**config.mk**
```make
export PLATFORM = sky130hd
export DESIGN_NAME = card_host_ctrl
export DESIGN_NICKNAME = d
export VERILOG_FILES = /design/src/verilog/card_host_pkg.sv /design/src/verilog/pin_sync.sv /design/src/verilog/card_host_ctrl.sv
export SDC_FILE = /design/constraint.sdc
export NUM_CORES = 1
export LEC_CHECK = 0
export ABC_AREA = 1
export ABC_CLOCK_PERIOD_IN_PS = 1650
export BUFFER_PORTS_ARGS = -buffer_cell sky130_fd_sc_hd__buf_4
export CORE_ASPECT_RATIO = 2
export CORE_MARGIN = 1.5
export CORE_UTILIZATION = 45
export DETAILED_ROUTE_END_ITERATION = 7
export PLACE_DENSITY = 0.75
export SYNTH_ARGS = -nofsm -noshare
export SYNTH_HDL_FRONTEND = slang
export SYNTH_SLANG_ARGS = --single-unit
```
**constraint.sdc**
```tcl
create_clock -name sys_clk -period 1.65 [get_ports sys_clk]
set_input_delay 0.2475 -clock sys_clk [delete_from_list [all_inputs] [get_ports sys_clk]]
set_output_delay 0.2475 -clock sys_clk [all_outputs]
set_load 0.02 [all_outputs]
```
**src/verilog/card_host_pkg.sv**
```systemverilog
package card_host_pkg;

  // Operating modes of the card as seen by the host
  typedef enum logic [1:0] {
    MODE_MEMORY = 2'b00,
    MODE_IO = 2'b01,
    MODE_DISK = 2'b10
  } card_mode_e;

  // Host cycle sequencer states
  typedef enum logic [2:0] {
    ST_IDLE = 3'b000,
    ST_SETUP = 3'b001,
    ST_STROBE = 3'b010,
    ST_HOLD = 3'b011,
    ST_DONE = 3'b100
  } cyc_state_e;

  localparam int DATA_W = 16;
  localparam logic [DATA_W-1:0] DATA_RST = 16'h0000;

  // Strobe phase timing, in ns, and derived cycle counts at 250 MHz
  localparam int CLK_PERIOD_NS = 4;
  localparam int SETUP_NS = 30;
  localparam int STROBE_NS = 80;
  localparam int HOLD_NS = 20;
  localparam int SETUP_CYC = (SETUP_NS + CLK_PERIOD_NS - 1) / CLK_PERIOD_NS;
  localparam int STROBE_CYC = (STROBE_NS + CLK_PERIOD_NS - 1) / CLK_PERIOD_NS;
  localparam int HOLD_CYC = (HOLD_NS + CLK_PERIOD_NS - 1) / CLK_PERIOD_NS;
  localparam int CNT_W = 6;

endpackage : card_host_pkg

```
**src/verilog/pin_sync.sv**
```systemverilog
`timescale 1ns/1ps
module pin_sync
  import card_host_pkg::*;
#(
  parameter logic RST_VAL = 1'b1
) (
  input wire logic sys_clk,
  input wire logic rst_n,
  input wire logic pin_in,
  output logic pin_sync_out
);

  typedef struct packed {
    logic meta;
    logic sync;
  } sync_s;

  sync_s state_q;
  sync_s state_d;

  always_comb begin
    state_d = state_q;
    state_d.meta = pin_in;
    state_d.sync = state_q.meta;
  end

  always_ff @(posedge sys_clk or negedge rst_n) begin
    if (!rst_n) begin
      state_q <= '{meta: RST_VAL, sync: RST_VAL};
    end else begin
      state_q <= state_d;
    end
  end

  assign pin_sync_out = state_q.sync;

endmodule : pin_sync

```
**src/verilog/card_host_ctrl.sv**
```systemverilog
`timescale 1ns/1ps
// Function
// - During an ultra-DMA read the host captures data on both edges of the card's strobe.
// - In memory mode the host pulses the write strobe to write card and configuration registers.
// - In I/O mode the write strobe only writes configuration registers, never the data port.
// - In disk mode the host holds the unused write strobe at the supply level.
// - The host selects disk mode by driving disk_mode_select_n to ground.
module card_host_ctrl
  import card_host_pkg::*;
(
  input wire logic sys_clk,
  input wire logic rst_n,
  input wire card_mode_e mode,
  input wire logic wr_req,
  input wire logic wr_cfg,
  output logic wr_ack,
  output logic wr_refused,
  input wire logic udma_wr_active,
  input wire logic udma_wr_valid,
  input wire logic [DATA_W-1:0] udma_wr_data,
  output logic udma_wr_ready,
  input wire logic udma_rd_active,
  output logic udma_rd_valid,
  output logic [DATA_W-1:0] udma_rd_data,
  output logic stall_seen,
  output logic port_is_16bit,
  output logic word_xfer,
  output logic write_protect,
  input wire logic card_wait_n,
  input wire logic io_ready_n,
  input wire logic udma_write_ready_n,
  input wire logic udma_read_strobe,
  input wire logic card_wp,
  input wire logic io_port_width16_n,
  input wire logic ide_word_xfer_n,
  input wire logic [DATA_W-1:0] card_data_in,
  output logic [DATA_W-1:0] card_data_out,
  output logic card_data_oe,
  output logic write_strobe_n,
  output logic disk_mode_select_n
);

  logic wait_n_s;
  logic io_ready_n_n_s;
  logic dmardy_n_s;
  logic udma_read_strobe_s;
  logic wp_s;
  logic io_port_width16_n_n_s;
  logic ide_word_xfer_n_n_s;
  logic [DATA_W-1:0] data_in_s;

  // Data bus synced alongside the strobe so both arrive together
  for (genvar b = 0; b < DATA_W; b++) begin : g_data_sync
    pin_sync #(.RST_VAL(1'b0)) u_sync_data (
      .sys_clk(sys_clk), .rst_n(rst_n), .pin_in(card_data_in[b]), .pin_sync_out(data_in_s[b]));
  end

  pin_sync #(.RST_VAL(1'b1)) u_sync_wait (
    .sys_clk(sys_clk), .rst_n(rst_n), .pin_in(card_wait_n), .pin_sync_out(wait_n_s));
  pin_sync #(.RST_VAL(1'b1)) u_sync_io_ready_n (
    .sys_clk(sys_clk), .rst_n(rst_n), .pin_in(io_ready_n), .pin_sync_out(io_ready_n_n_s));
  pin_sync #(.RST_VAL(1'b1)) u_sync_dmardy (
    .sys_clk(sys_clk), .rst_n(rst_n), .pin_in(udma_write_ready_n),
    .pin_sync_out(dmardy_n_s));
  pin_sync #(.RST_VAL(1'b0)) u_sync_udma_read_strobe (
    .sys_clk(sys_clk), .rst_n(rst_n), .pin_in(udma_read_strobe), .pin_sync_out(udma_read_strobe_s));
  pin_sync #(.RST_VAL(1'b0)) u_sync_wp (
    .sys_clk(sys_clk), .rst_n(rst_n), .pin_in(card_wp), .pin_sync_out(wp_s));
  pin_sync #(.RST_VAL(1'b1)) u_sync_io_port_width16_n (
    .sys_clk(sys_clk), .rst_n(rst_n), .pin_in(io_port_width16_n), .pin_sync_out(io_port_width16_n_n_s));
  pin_sync #(.RST_VAL(1'b1)) u_sync_ide_word_xfer_n (
    .sys_clk(sys_clk), .rst_n(rst_n), .pin_in(ide_word_xfer_n), .pin_sync_out(ide_word_xfer_n_n_s));

  typedef struct packed {
    cyc_state_e st;
    logic [CNT_W-1:0] cnt;
    logic we_n;
    logic ack;
    logic refused;
    logic strobe_prev;
    logic rd_valid;
    logic [DATA_W-1:0] rd_data;
    logic [DATA_W-1:0] dout;
    logic oe;
    logic stall;
    logic p16;
    logic wx;
    logic wp;
  } host_s;

  host_s s_q;
  host_s s_d;
  logic stall_now;
  logic wr_allowed;

  // Stall source depends on mode; UDMA bursts suspend the IO_READY_N meaning
  always_comb begin
    unique case (mode)
      MODE_MEMORY: stall_now = !wait_n_s;
      MODE_IO: stall_now = !wait_n_s;
      MODE_DISK: stall_now = !udma_wr_active && !udma_rd_active && io_ready_n_n_s;
      default: stall_now = 1'b0;
    endcase
  end

  // Disk mode never strobes; I/O mode only for configuration writes
  always_comb begin
    unique case (mode)
      MODE_MEMORY: wr_allowed = 1'b1;
      MODE_IO: wr_allowed = wr_cfg;
      MODE_DISK: wr_allowed = 1'b0;
      default: wr_allowed = 1'b0;
    endcase
  end

  always_comb begin
    s_d = s_q;
    s_d.ack = 1'b0;
    s_d.refused = 1'b0;
    s_d.rd_valid = 1'b0;
    s_d.strobe_prev = udma_read_strobe_s;
    s_d.stall = stall_now;
    s_d.p16 = (mode == MODE_IO) && !io_port_width16_n_n_s;
    s_d.wx = (mode == MODE_DISK) && !ide_word_xfer_n_n_s;
    s_d.wp = (mode == MODE_MEMORY) ? wp_s : 1'b0;
    // Capture on every strobe transition, rising or falling
    if (mode == MODE_DISK && udma_rd_active && (udma_read_strobe_s != s_q.strobe_prev)) begin
      s_d.rd_valid = 1'b1;
      s_d.rd_data = data_in_s;
    end
    unique case (s_q.st)
      ST_IDLE: begin
        s_d.we_n = 1'b1;
        if (wr_req && !wr_allowed) begin
          s_d.refused = 1'b1;
        end
        // Refused request must not swallow a word the ready handshake took
        if (wr_req && wr_allowed) begin
          s_d.dout = card_data_out_src(udma_wr_data);
          s_d.oe = 1'b1;
          s_d.cnt = CNT_W'(SETUP_CYC - 1);
          s_d.st = ST_SETUP;
        end else if (mode == MODE_DISK && udma_wr_active && udma_wr_valid && !dmardy_n_s) begin
          s_d.dout = udma_wr_data;
          s_d.oe = 1'b1;
        end else if (!(mode == MODE_DISK && udma_wr_active)) begin
          s_d.oe = 1'b0;
        end
      end
      ST_SETUP: begin
        if (s_q.cnt == '0) begin
          s_d.we_n = 1'b0;
          s_d.cnt = CNT_W'(STROBE_CYC - 1);
          s_d.st = ST_STROBE;
        end else begin
          s_d.cnt = s_q.cnt - 1'b1;
        end
      end
      ST_STROBE: begin
        if (s_q.cnt != '0) begin
          s_d.cnt = s_q.cnt - 1'b1;
        end else if (!stall_now) begin
          s_d.we_n = 1'b1;
          s_d.cnt = CNT_W'(HOLD_CYC - 1);
          s_d.st = ST_HOLD;
        end
      end
      ST_HOLD: begin
        if (s_q.cnt == '0) begin
          s_d.oe = 1'b0;
          s_d.st = ST_DONE;
        end else begin
          s_d.cnt = s_q.cnt - 1'b1;
        end
      end
      ST_DONE: begin
        s_d.ack = 1'b1;
        s_d.st = ST_IDLE;
      end
      default: s_d.st = ST_IDLE;
    endcase
  end

  function automatic logic [DATA_W-1:0] card_data_out_src(input logic [DATA_W-1:0] d);
    card_data_out_src = d;
  endfunction : card_data_out_src

  always_ff @(posedge sys_clk or negedge rst_n) begin
    if (!rst_n) begin
      s_q <= '{st: ST_IDLE, cnt: '0, we_n: 1'b1, ack: 1'b0, refused: 1'b0,
               strobe_prev: 1'b0, rd_valid: 1'b0, rd_data: DATA_RST, dout: DATA_RST,
               oe: 1'b0, stall: 1'b0, p16: 1'b0, wx: 1'b0, wp: 1'b0};
    end else begin
      s_q <= s_d;
    end
  end

  assign wr_ack = s_q.ack;
  assign wr_refused = s_q.refused;
  assign udma_wr_ready = (mode == MODE_DISK) && udma_wr_active && !dmardy_n_s
                         && (s_q.st == ST_IDLE);
  assign udma_rd_valid = s_q.rd_valid;
  assign udma_rd_data = s_q.rd_data;
  assign stall_seen = s_q.stall;
  assign port_is_16bit = s_q.p16;
  assign word_xfer = s_q.wx;
  assign write_protect = s_q.wp;
  assign card_data_out = s_q.dout;
  assign card_data_oe = s_q.oe;
  // Held high in disk mode, unused there
  assign write_strobe_n = (mode == MODE_DISK) ? 1'b1 : s_q.we_n;
  assign disk_mode_select_n = (mode == MODE_DISK) ? 1'b0 : 1'b1;

endmodule : card_host_ctrl

```
==> flow_summary.yaml, run 1 <==
cells_and_area:
  layout_common_cells: "nand2_1 (130), buf_4 (97), dfrtp_1 (86), nand3_1 (26), inv_1 (20)"
  nFillCells: 662
  layout.cells.most_common: "nand2_1"
  final_nets: 487
  ff_latch_area_um2: 2440
  final_layout_size_suffix_gt1_share_pct: 33.2
  multi_input_area_um2: 923
  diodes: 0
  area_delta_synth_final_pct: 26.0
clock_tree:
  cts_tree: "done"
  clock_latency_ns: 0.34
  cts_root_buf: "clkbuf_16"
  clockBufferDepth: 2
  clk_pin_slew_ns: 0.07
  numCtsBuffers: 9
  h-tree-depth: 3
  clock-sinks: 97
worst_hold_path:
  min_from: "card_data_in[13]"
  min_path_type: "primary input to flop"
worst_setup_path:
  critPathLaunch: "s_q[49]"
  cp_common_cell: "inv_2"
  crit_arrival_ns: 1.41
  path_class: "flop to output port"
  worstPathMaxFanout: 2
  crit_path_top_delay_cell: "dfrtp_1"
  critPathCaptureType: "output port"
  crit_family: "flip-flops"
  cp_slowest_stage_delay_ns: 0.40
  path_cells: "nor2_2 -> inv_2 -> nor2_4 -> inv_2 -> nor4_2 -> buf_4"
  required_ns: 1.40
  r2r_start: "s_q[49]"
  start_kind: "flop"
  crit_buf_inv: 3
routing:
  ant_nets: 0
  dr.pass1.iters: 4
  wire_per_inst_um: 13.3
  wirelength_um: 7160
  dr.first_iter.drc_count: 160
  viasPerCell: 4.76
  drc: 0
  num_vias: 2568
sta:
  worst_pin_slew_ns: 0.341
  period_minus_slack_ns: 1.66
  rsz0062_at_grt: "yes"
  finalHoldViolCount: 0
  fin_crit_sh_pct: 100
  setup_ws_ns: -0.00808
  whs_ns: 0.0102
  skew_ns: 0.00556
  setup_viol: 1
  drv_slew: 0
  max_freq_mhz: 603
  relSlewSlack_pct: 77.2
run_status:
  status: "finished, violations left"
  violations: "setup timing"
flow_run:
  drv_cap: 0
pwr:
  leakage_nw: 2.51
  p_clk_share_pct: 26.5
  power_mw: 7.65
  power_frac_comb_pct: 32.2
  power_density_nw_per_um2: 1640
  p_sw_share_pct: 34.3
  power.internal_mw: 5.03
  p_sw_mw: 2.63
  seqPwrFrac_pct: 41.3
  irDropWorstVdd_mv: 1.07
synthesis:
  syn_nets: 413
  syn_inst: 364
  synth.distinct_cells: 26
  synth_seq_cells: 97
  synth_seq_area_share_pct: 65.8
  yosysWarnings: 0
  avgSynthCellArea_um2: 10.2
  syn_area_um2: 3710
floorplanning:
  core.rowCount: 46
  die_h_um: 131
  coreArea_um2: 7940
  start_util_pct: 46.7
  die_x_um: 67.2
  die-area_um2: 8840
  ios: 91
grt:
  grt_max_degree: 30
  grt-ovfl-total: 0
  grt_pass1_wl_um: 11600
  grt_pass1_vias: 2562
  antenna_found_initial: 0
  grt.total_usage_pct: 17.9
placed_design:
  place_ws_ns: 0.114
  io_buffers: 90
  place_congestion: 0.949
  dp_hpwl_um: 5270
-- Yosys cell counts (all sizes together) --
library cell,instances,share of area [%]
o211ai,1,0.20
xor2,4,0.94
dfstp,11,7.8
clkbuf,2,0.20
a21oi,4,0.54
ha,1,0.34
nor3b,1,0.20
o21ai,6,1.1
nand3,28,3.9
nor2,17,2.0
nand2,135,14
nor3,3,0.40
buf,37,7.4
or2,1,0.17
inv,26,2.6
dfrtp,86,58
nor4,1,0.17
-- path summary, 6_finish.rpt --
path,cells after the start,slack (ns),end
max in group asynchronous,3,0.67,u_sync_io_port_width16_n.pin_sync_out
max,6,-0.008,udma_wr_ready
min,1,0.01,g_data_sync[13].u_sync_data.state_d[0]
min in group asynchronous,2,0.35,g_data_sync[4].u_sync_data.state_d[0]
max reg2reg,8,0.15,s_q[44]
min reg2reg,0,0.35,g_data_sync[7].u_sync_data.pin_sync_out
-- metal layers --
| layer | vias to the layer above | track usage, % | part of all wire, % |
|---|---|---|---|
| met5 | - | 0 | 0 |
| met2 | 95 | 29.1 | 53 |
| met4 | 0 | 12.5 | 4.8 |
| met3 | 25 | 4.02 | 5.2 |
| met1 | 1211 | 19.7 | 37 |
| li1 | 1237 | - | - |
-- timing repair --
action | in CTS | in global routing
hold endpoints to repair | 22 | 2
resized for setup | 0 | 11
hold buffers | 1 | 2
pin swaps | 2 | 1
endpoints found under the setup margin | 1 | 7
setup buffers | 2 | 0
cloned | 0 | 0
-- cell families after synthesis --
family | synth area share [%]
simple gates | 20.8
xor+xnor | 0.944
flops | 65.8
fa+ha+maj | 0.337
buf+inv | 10.3
compound gates | 1.85
-- worst register-to-register path, stage by stage, from the launching register on --
cell	delay (ns)
dfrtp_1	0.40
buf_4	0.15
nand2_1	0.17
nor2_2	0.08
nand2_1	0.11
nand3_1	0.10
nor2_2	0.24
nand2_1	0.12
nand2_1	0.08
-- registers in the layout (all words and copies together), names as in the netlist, 11 cells and up --
name                                  flops
udma_rd_data                             16
g_data_sync.u_sync_data.pin_sync_out     16
g_data_sync.u_sync_data.state_d          16
card_data_out                            16
s_q                                      11
-- power groups by stage --
stage          clock, mW  sequential (mW)  combinational (mW)
2_1_floorplan          0             3.12                1.84
3_3_place_gp           0             3.17                2.28
3_5_place_dp           0             3.19                2.37
4_1_cts             2.08             3.15                2.42
5_1_grt             2.18             3.22                2.72
6_report            2.03             3.16                2.46
-- final cells by class --
class | count | area share [%]
Sequential cell | 97 | 52.2
Multi-Input combinational cell | 202 | 19.7
Timing Repair Buffer | 102 | 17.1
Clock buffer | 11 | 4.98
Tap cell | 96 | 2.57
Inverter | 26 | 2.09
Clock inverter | 5 | 1.34
-- through the flow --
stage	utilization, %	setup TNS (ns)	area [µm²]	std cells
3_3_place_gp	54.2	0	4310	518
6_report	58.9	-0.00808	4680	539
5_1_grt	58.9	-0.109	4680	539
4_1_cts	58.3	-0.0631	4630	537
2_1_floorplan	-	0	3720	364
3_5_place_dp	54.2	0	4310	518
No activity file was read; power rests on OpenSTA's default activity.
==> run 2, diff against run 1 <==
==> constraint.sdc (replaced) <==
create_clock -name sys_clk -period 1.65 [get_ports sys_clk]
set_input_delay 0.2475 -clock sys_clk [delete_from_list [all_inputs] [get_ports sys_clk]]
set_output_delay 0.2475 -clock sys_clk [all_outputs]
set_load 0.01 [all_outputs]
==> run 2 against run 1 <==
Compared with the run above: the flow still finishes with violations (setup timing); global-route usage barely moved; sequential power barely moved; clock skew down 0.0025 ns; critical path depth unchanged; routed wire length grew 3.4%; maximum frequency decreased by 0.11%; clock power fell by 5%; cell count is 3.3% higher; combinational power shrank 11%.
==> flow_summary.yaml, run 2 (synthesis results as in run 1) <==
worst_setup_path:
  path_cells: "nor2_2 -> inv_2 -> nor2_4 -> inv_2 -> nor4_4 -> buf_4"
  reg2reg_to: "s_q[44]"
  start_kind: "flop"
  crit_path_end: "udma_wr_ready"
  r2r_start: "s_q[42]"
  crit_family: "simple AND/OR/NAND/NOR gates"
  crit_arrival_ns: 1.41
  crit_buf_inv: 3
  cp_slowest_stage_delay_ns: 0.39
  crit_path_top_delay_cell: "dfrtp_1"
  rr_worst_depth: 7
  worstPathMaxFanout: 2
  critPathCaptureType: "output port"
  required_ns: 1.40
  crit_cells: 6
  cp_common_cell: "inv_2"
  path_class: "flop to output port"
  rrSetupSlack_ns: 0.14
  critPathLaunch: "s_q[50]"
placed_design:
  place_congestion: 0.886
  dp_hpwl_um: 5110
  place_ws_ns: 0.108
  place_area_um2: 4300
  io_buffers: 90
floorplanning:
  coreArea_um2: 7940
  core.rowCount: 46
  start_util_pct: 46.7
  die_h_um: 131
  ios: 91
  die_x_um: 67.2
  die-area_um2: 8840
cells_and_area:
  nFillCells: 656
  layout.cells.most_common: "nand2_1"
  final_layout_size_suffix_gt1_share_pct: 31.7
  layout_common_cells: "nand2_1 (130), buf_4 (97), dfrtp_1 (86), nand3_1 (26), dlygate4sd3_1 (21)"
  final_nets: 505
  area_delta_synth_final_pct: 30.4
  diodes: 0
  final_area_um2: 4840
pwr:
  power_density_nw_per_um2: 1500
  irDropWorstVdd_mv: 1.01
  power_mw: 7.28
  leakage_nw: 2.59
sta:
  period_minus_slack_ns: 1.66
  drv_slew: 0
  skew_ns: 0.00305
  fin_crit_sh_pct: 101
  rsz0062_at_grt: "yes"
  relSlewSlack_pct: 73.0
  worst_pin_slew_ns: 0.405
  max_freq_mhz: 602
  setup_ws_ns: -0.00990
  fin_setup_tns_ns: -0.00990
  setup_viol: 1
  finalHoldViolCount: 0
clock_tree:
  clock-sinks: 97
  h-tree-depth: 3
  numCtsBuffers: 9
  clk_pin_slew_ns: 0.07
  cts_tree: "done"
  clock_latency_ns: 0.34
  cts_root_buf: "clkbuf_16"
  clockBufferDepth: 2
flow_run:
  drv_cap: 0
routing:
  ant_nets: 0
  drc: 0
  dr.pass1.iters: 5
  dr.first_iter.drc_count: 204
  wirelength_um: 7410
  wire_per_inst_um: 13.3
  num_vias: 2648
  viasPerCell: 4.75
grt:
  grt.total_usage_pct: 17.9
  antenna_found_initial: 0
  grt_pass1_vias: 2577
  grt_max_degree: 31
  grt_pass1_wl_um: 11600
  grt-ovfl-total: 0
worst_hold_path:
  min_path_type: "primary input to flop"
run_status:
  violations: "setup timing"
  status: "finished, violations left"
## run 2: changes by cell type in the layout (fill, tap and decap cells not counted), sizes merged
cell	change
dlygate4sd3	+18
clkinv	+4
clkbuf	-2
bufinv	-1
clkinvlp	-1
## run 2: cell type report
type / count / area, µm² / area share [%]
inverters: 26 / 97.6 / 2.02
clock inverters: 7 / 52.6 / 1.09
clock buffers: 9 / 225 / 4.65
multi-input cells: 202 / 925 / 19.1
flip-flops and latches: 97 / 2440 / 50.4
well taps: 96 / 120 / 2.48
repair buffers: 120 / 978 / 20.2
## run 2: layer usage
| layer | up-vias | wire (µm) | track usage (%) |
|---|---|---|---|
| met3 | 27 | 484 | 6.16 |
| met2 | 96 | 3850 | 28.1 |
| met1 | 1249 | 2730 | 19.7 |
| met5 | - | 0 | 0 |
| met4 | 0 | 347 | 11.9 |
| li1 | 1276 | - | - |
## run 2: how the worst min path moves through the flow
stage	from	slack [ns]	cells after the start	end
final	io_port_width16_n	0.01	1	u_sync_io_port_width16_n.state_d[0]
after global routing	io_port_width16_n	-0.0009	1	u_sync_io_port_width16_n.state_d[0]
after CTS	io_ready_n	0.0001	1	u_sync_io_ready_n.state_d[0]
after detailed placement	rst_n	0.21	1	g_data_sync[5].u_sync_data.state_d[0]
after global placement	rst_n	0.20	1	g_data_sync[5].u_sync_data.state_d[0]
after floorplan	rst_n	-0.05	0	card_data_oe
## run 2: what timing repair did
action / 4_1_cts / 5_1_grt
gates resized for setup: 5 / 5
pin swaps: 1 / 2
setup endpoints to repair: 1 / 8
setup buffers: 2 / 0
hold buffers: 12 / 9
endpoints found under the hold margin: 36 / 9
## run 2: report_power, final
group / total (mW) / internal (mW) / switching [mW] / leakage [nW]
sequential: 3.16 / 2.86 / 0.297 / 1.17
combinational: 2.20 / 0.968 / 1.23 / 1.28
clock: 1.92 / 1.03 / 0.884 / 0.141
## run 2: worst reg2reg max path: cells and delay by family (launching register included)
family          cells  cell delay, ns
compound gates      2            0.36
fa+ha+maj           1            0.24
buf+inv             1            0.08
flops               1            0.40
simple gates        3            0.32
## run 2: per-stage QoR
stage	hold slack [ns]	std cells	utilization (%)
6_report	0.0132	557	60.9
5_1_grt	-0.000923	557	60.9
4_1_cts	0.000115	548	59.5
3_5_place_dp	0.206	518	54.2
3_3_place_gp	0.202	518	54.2
2_1_floorplan	-0.0481	364	-
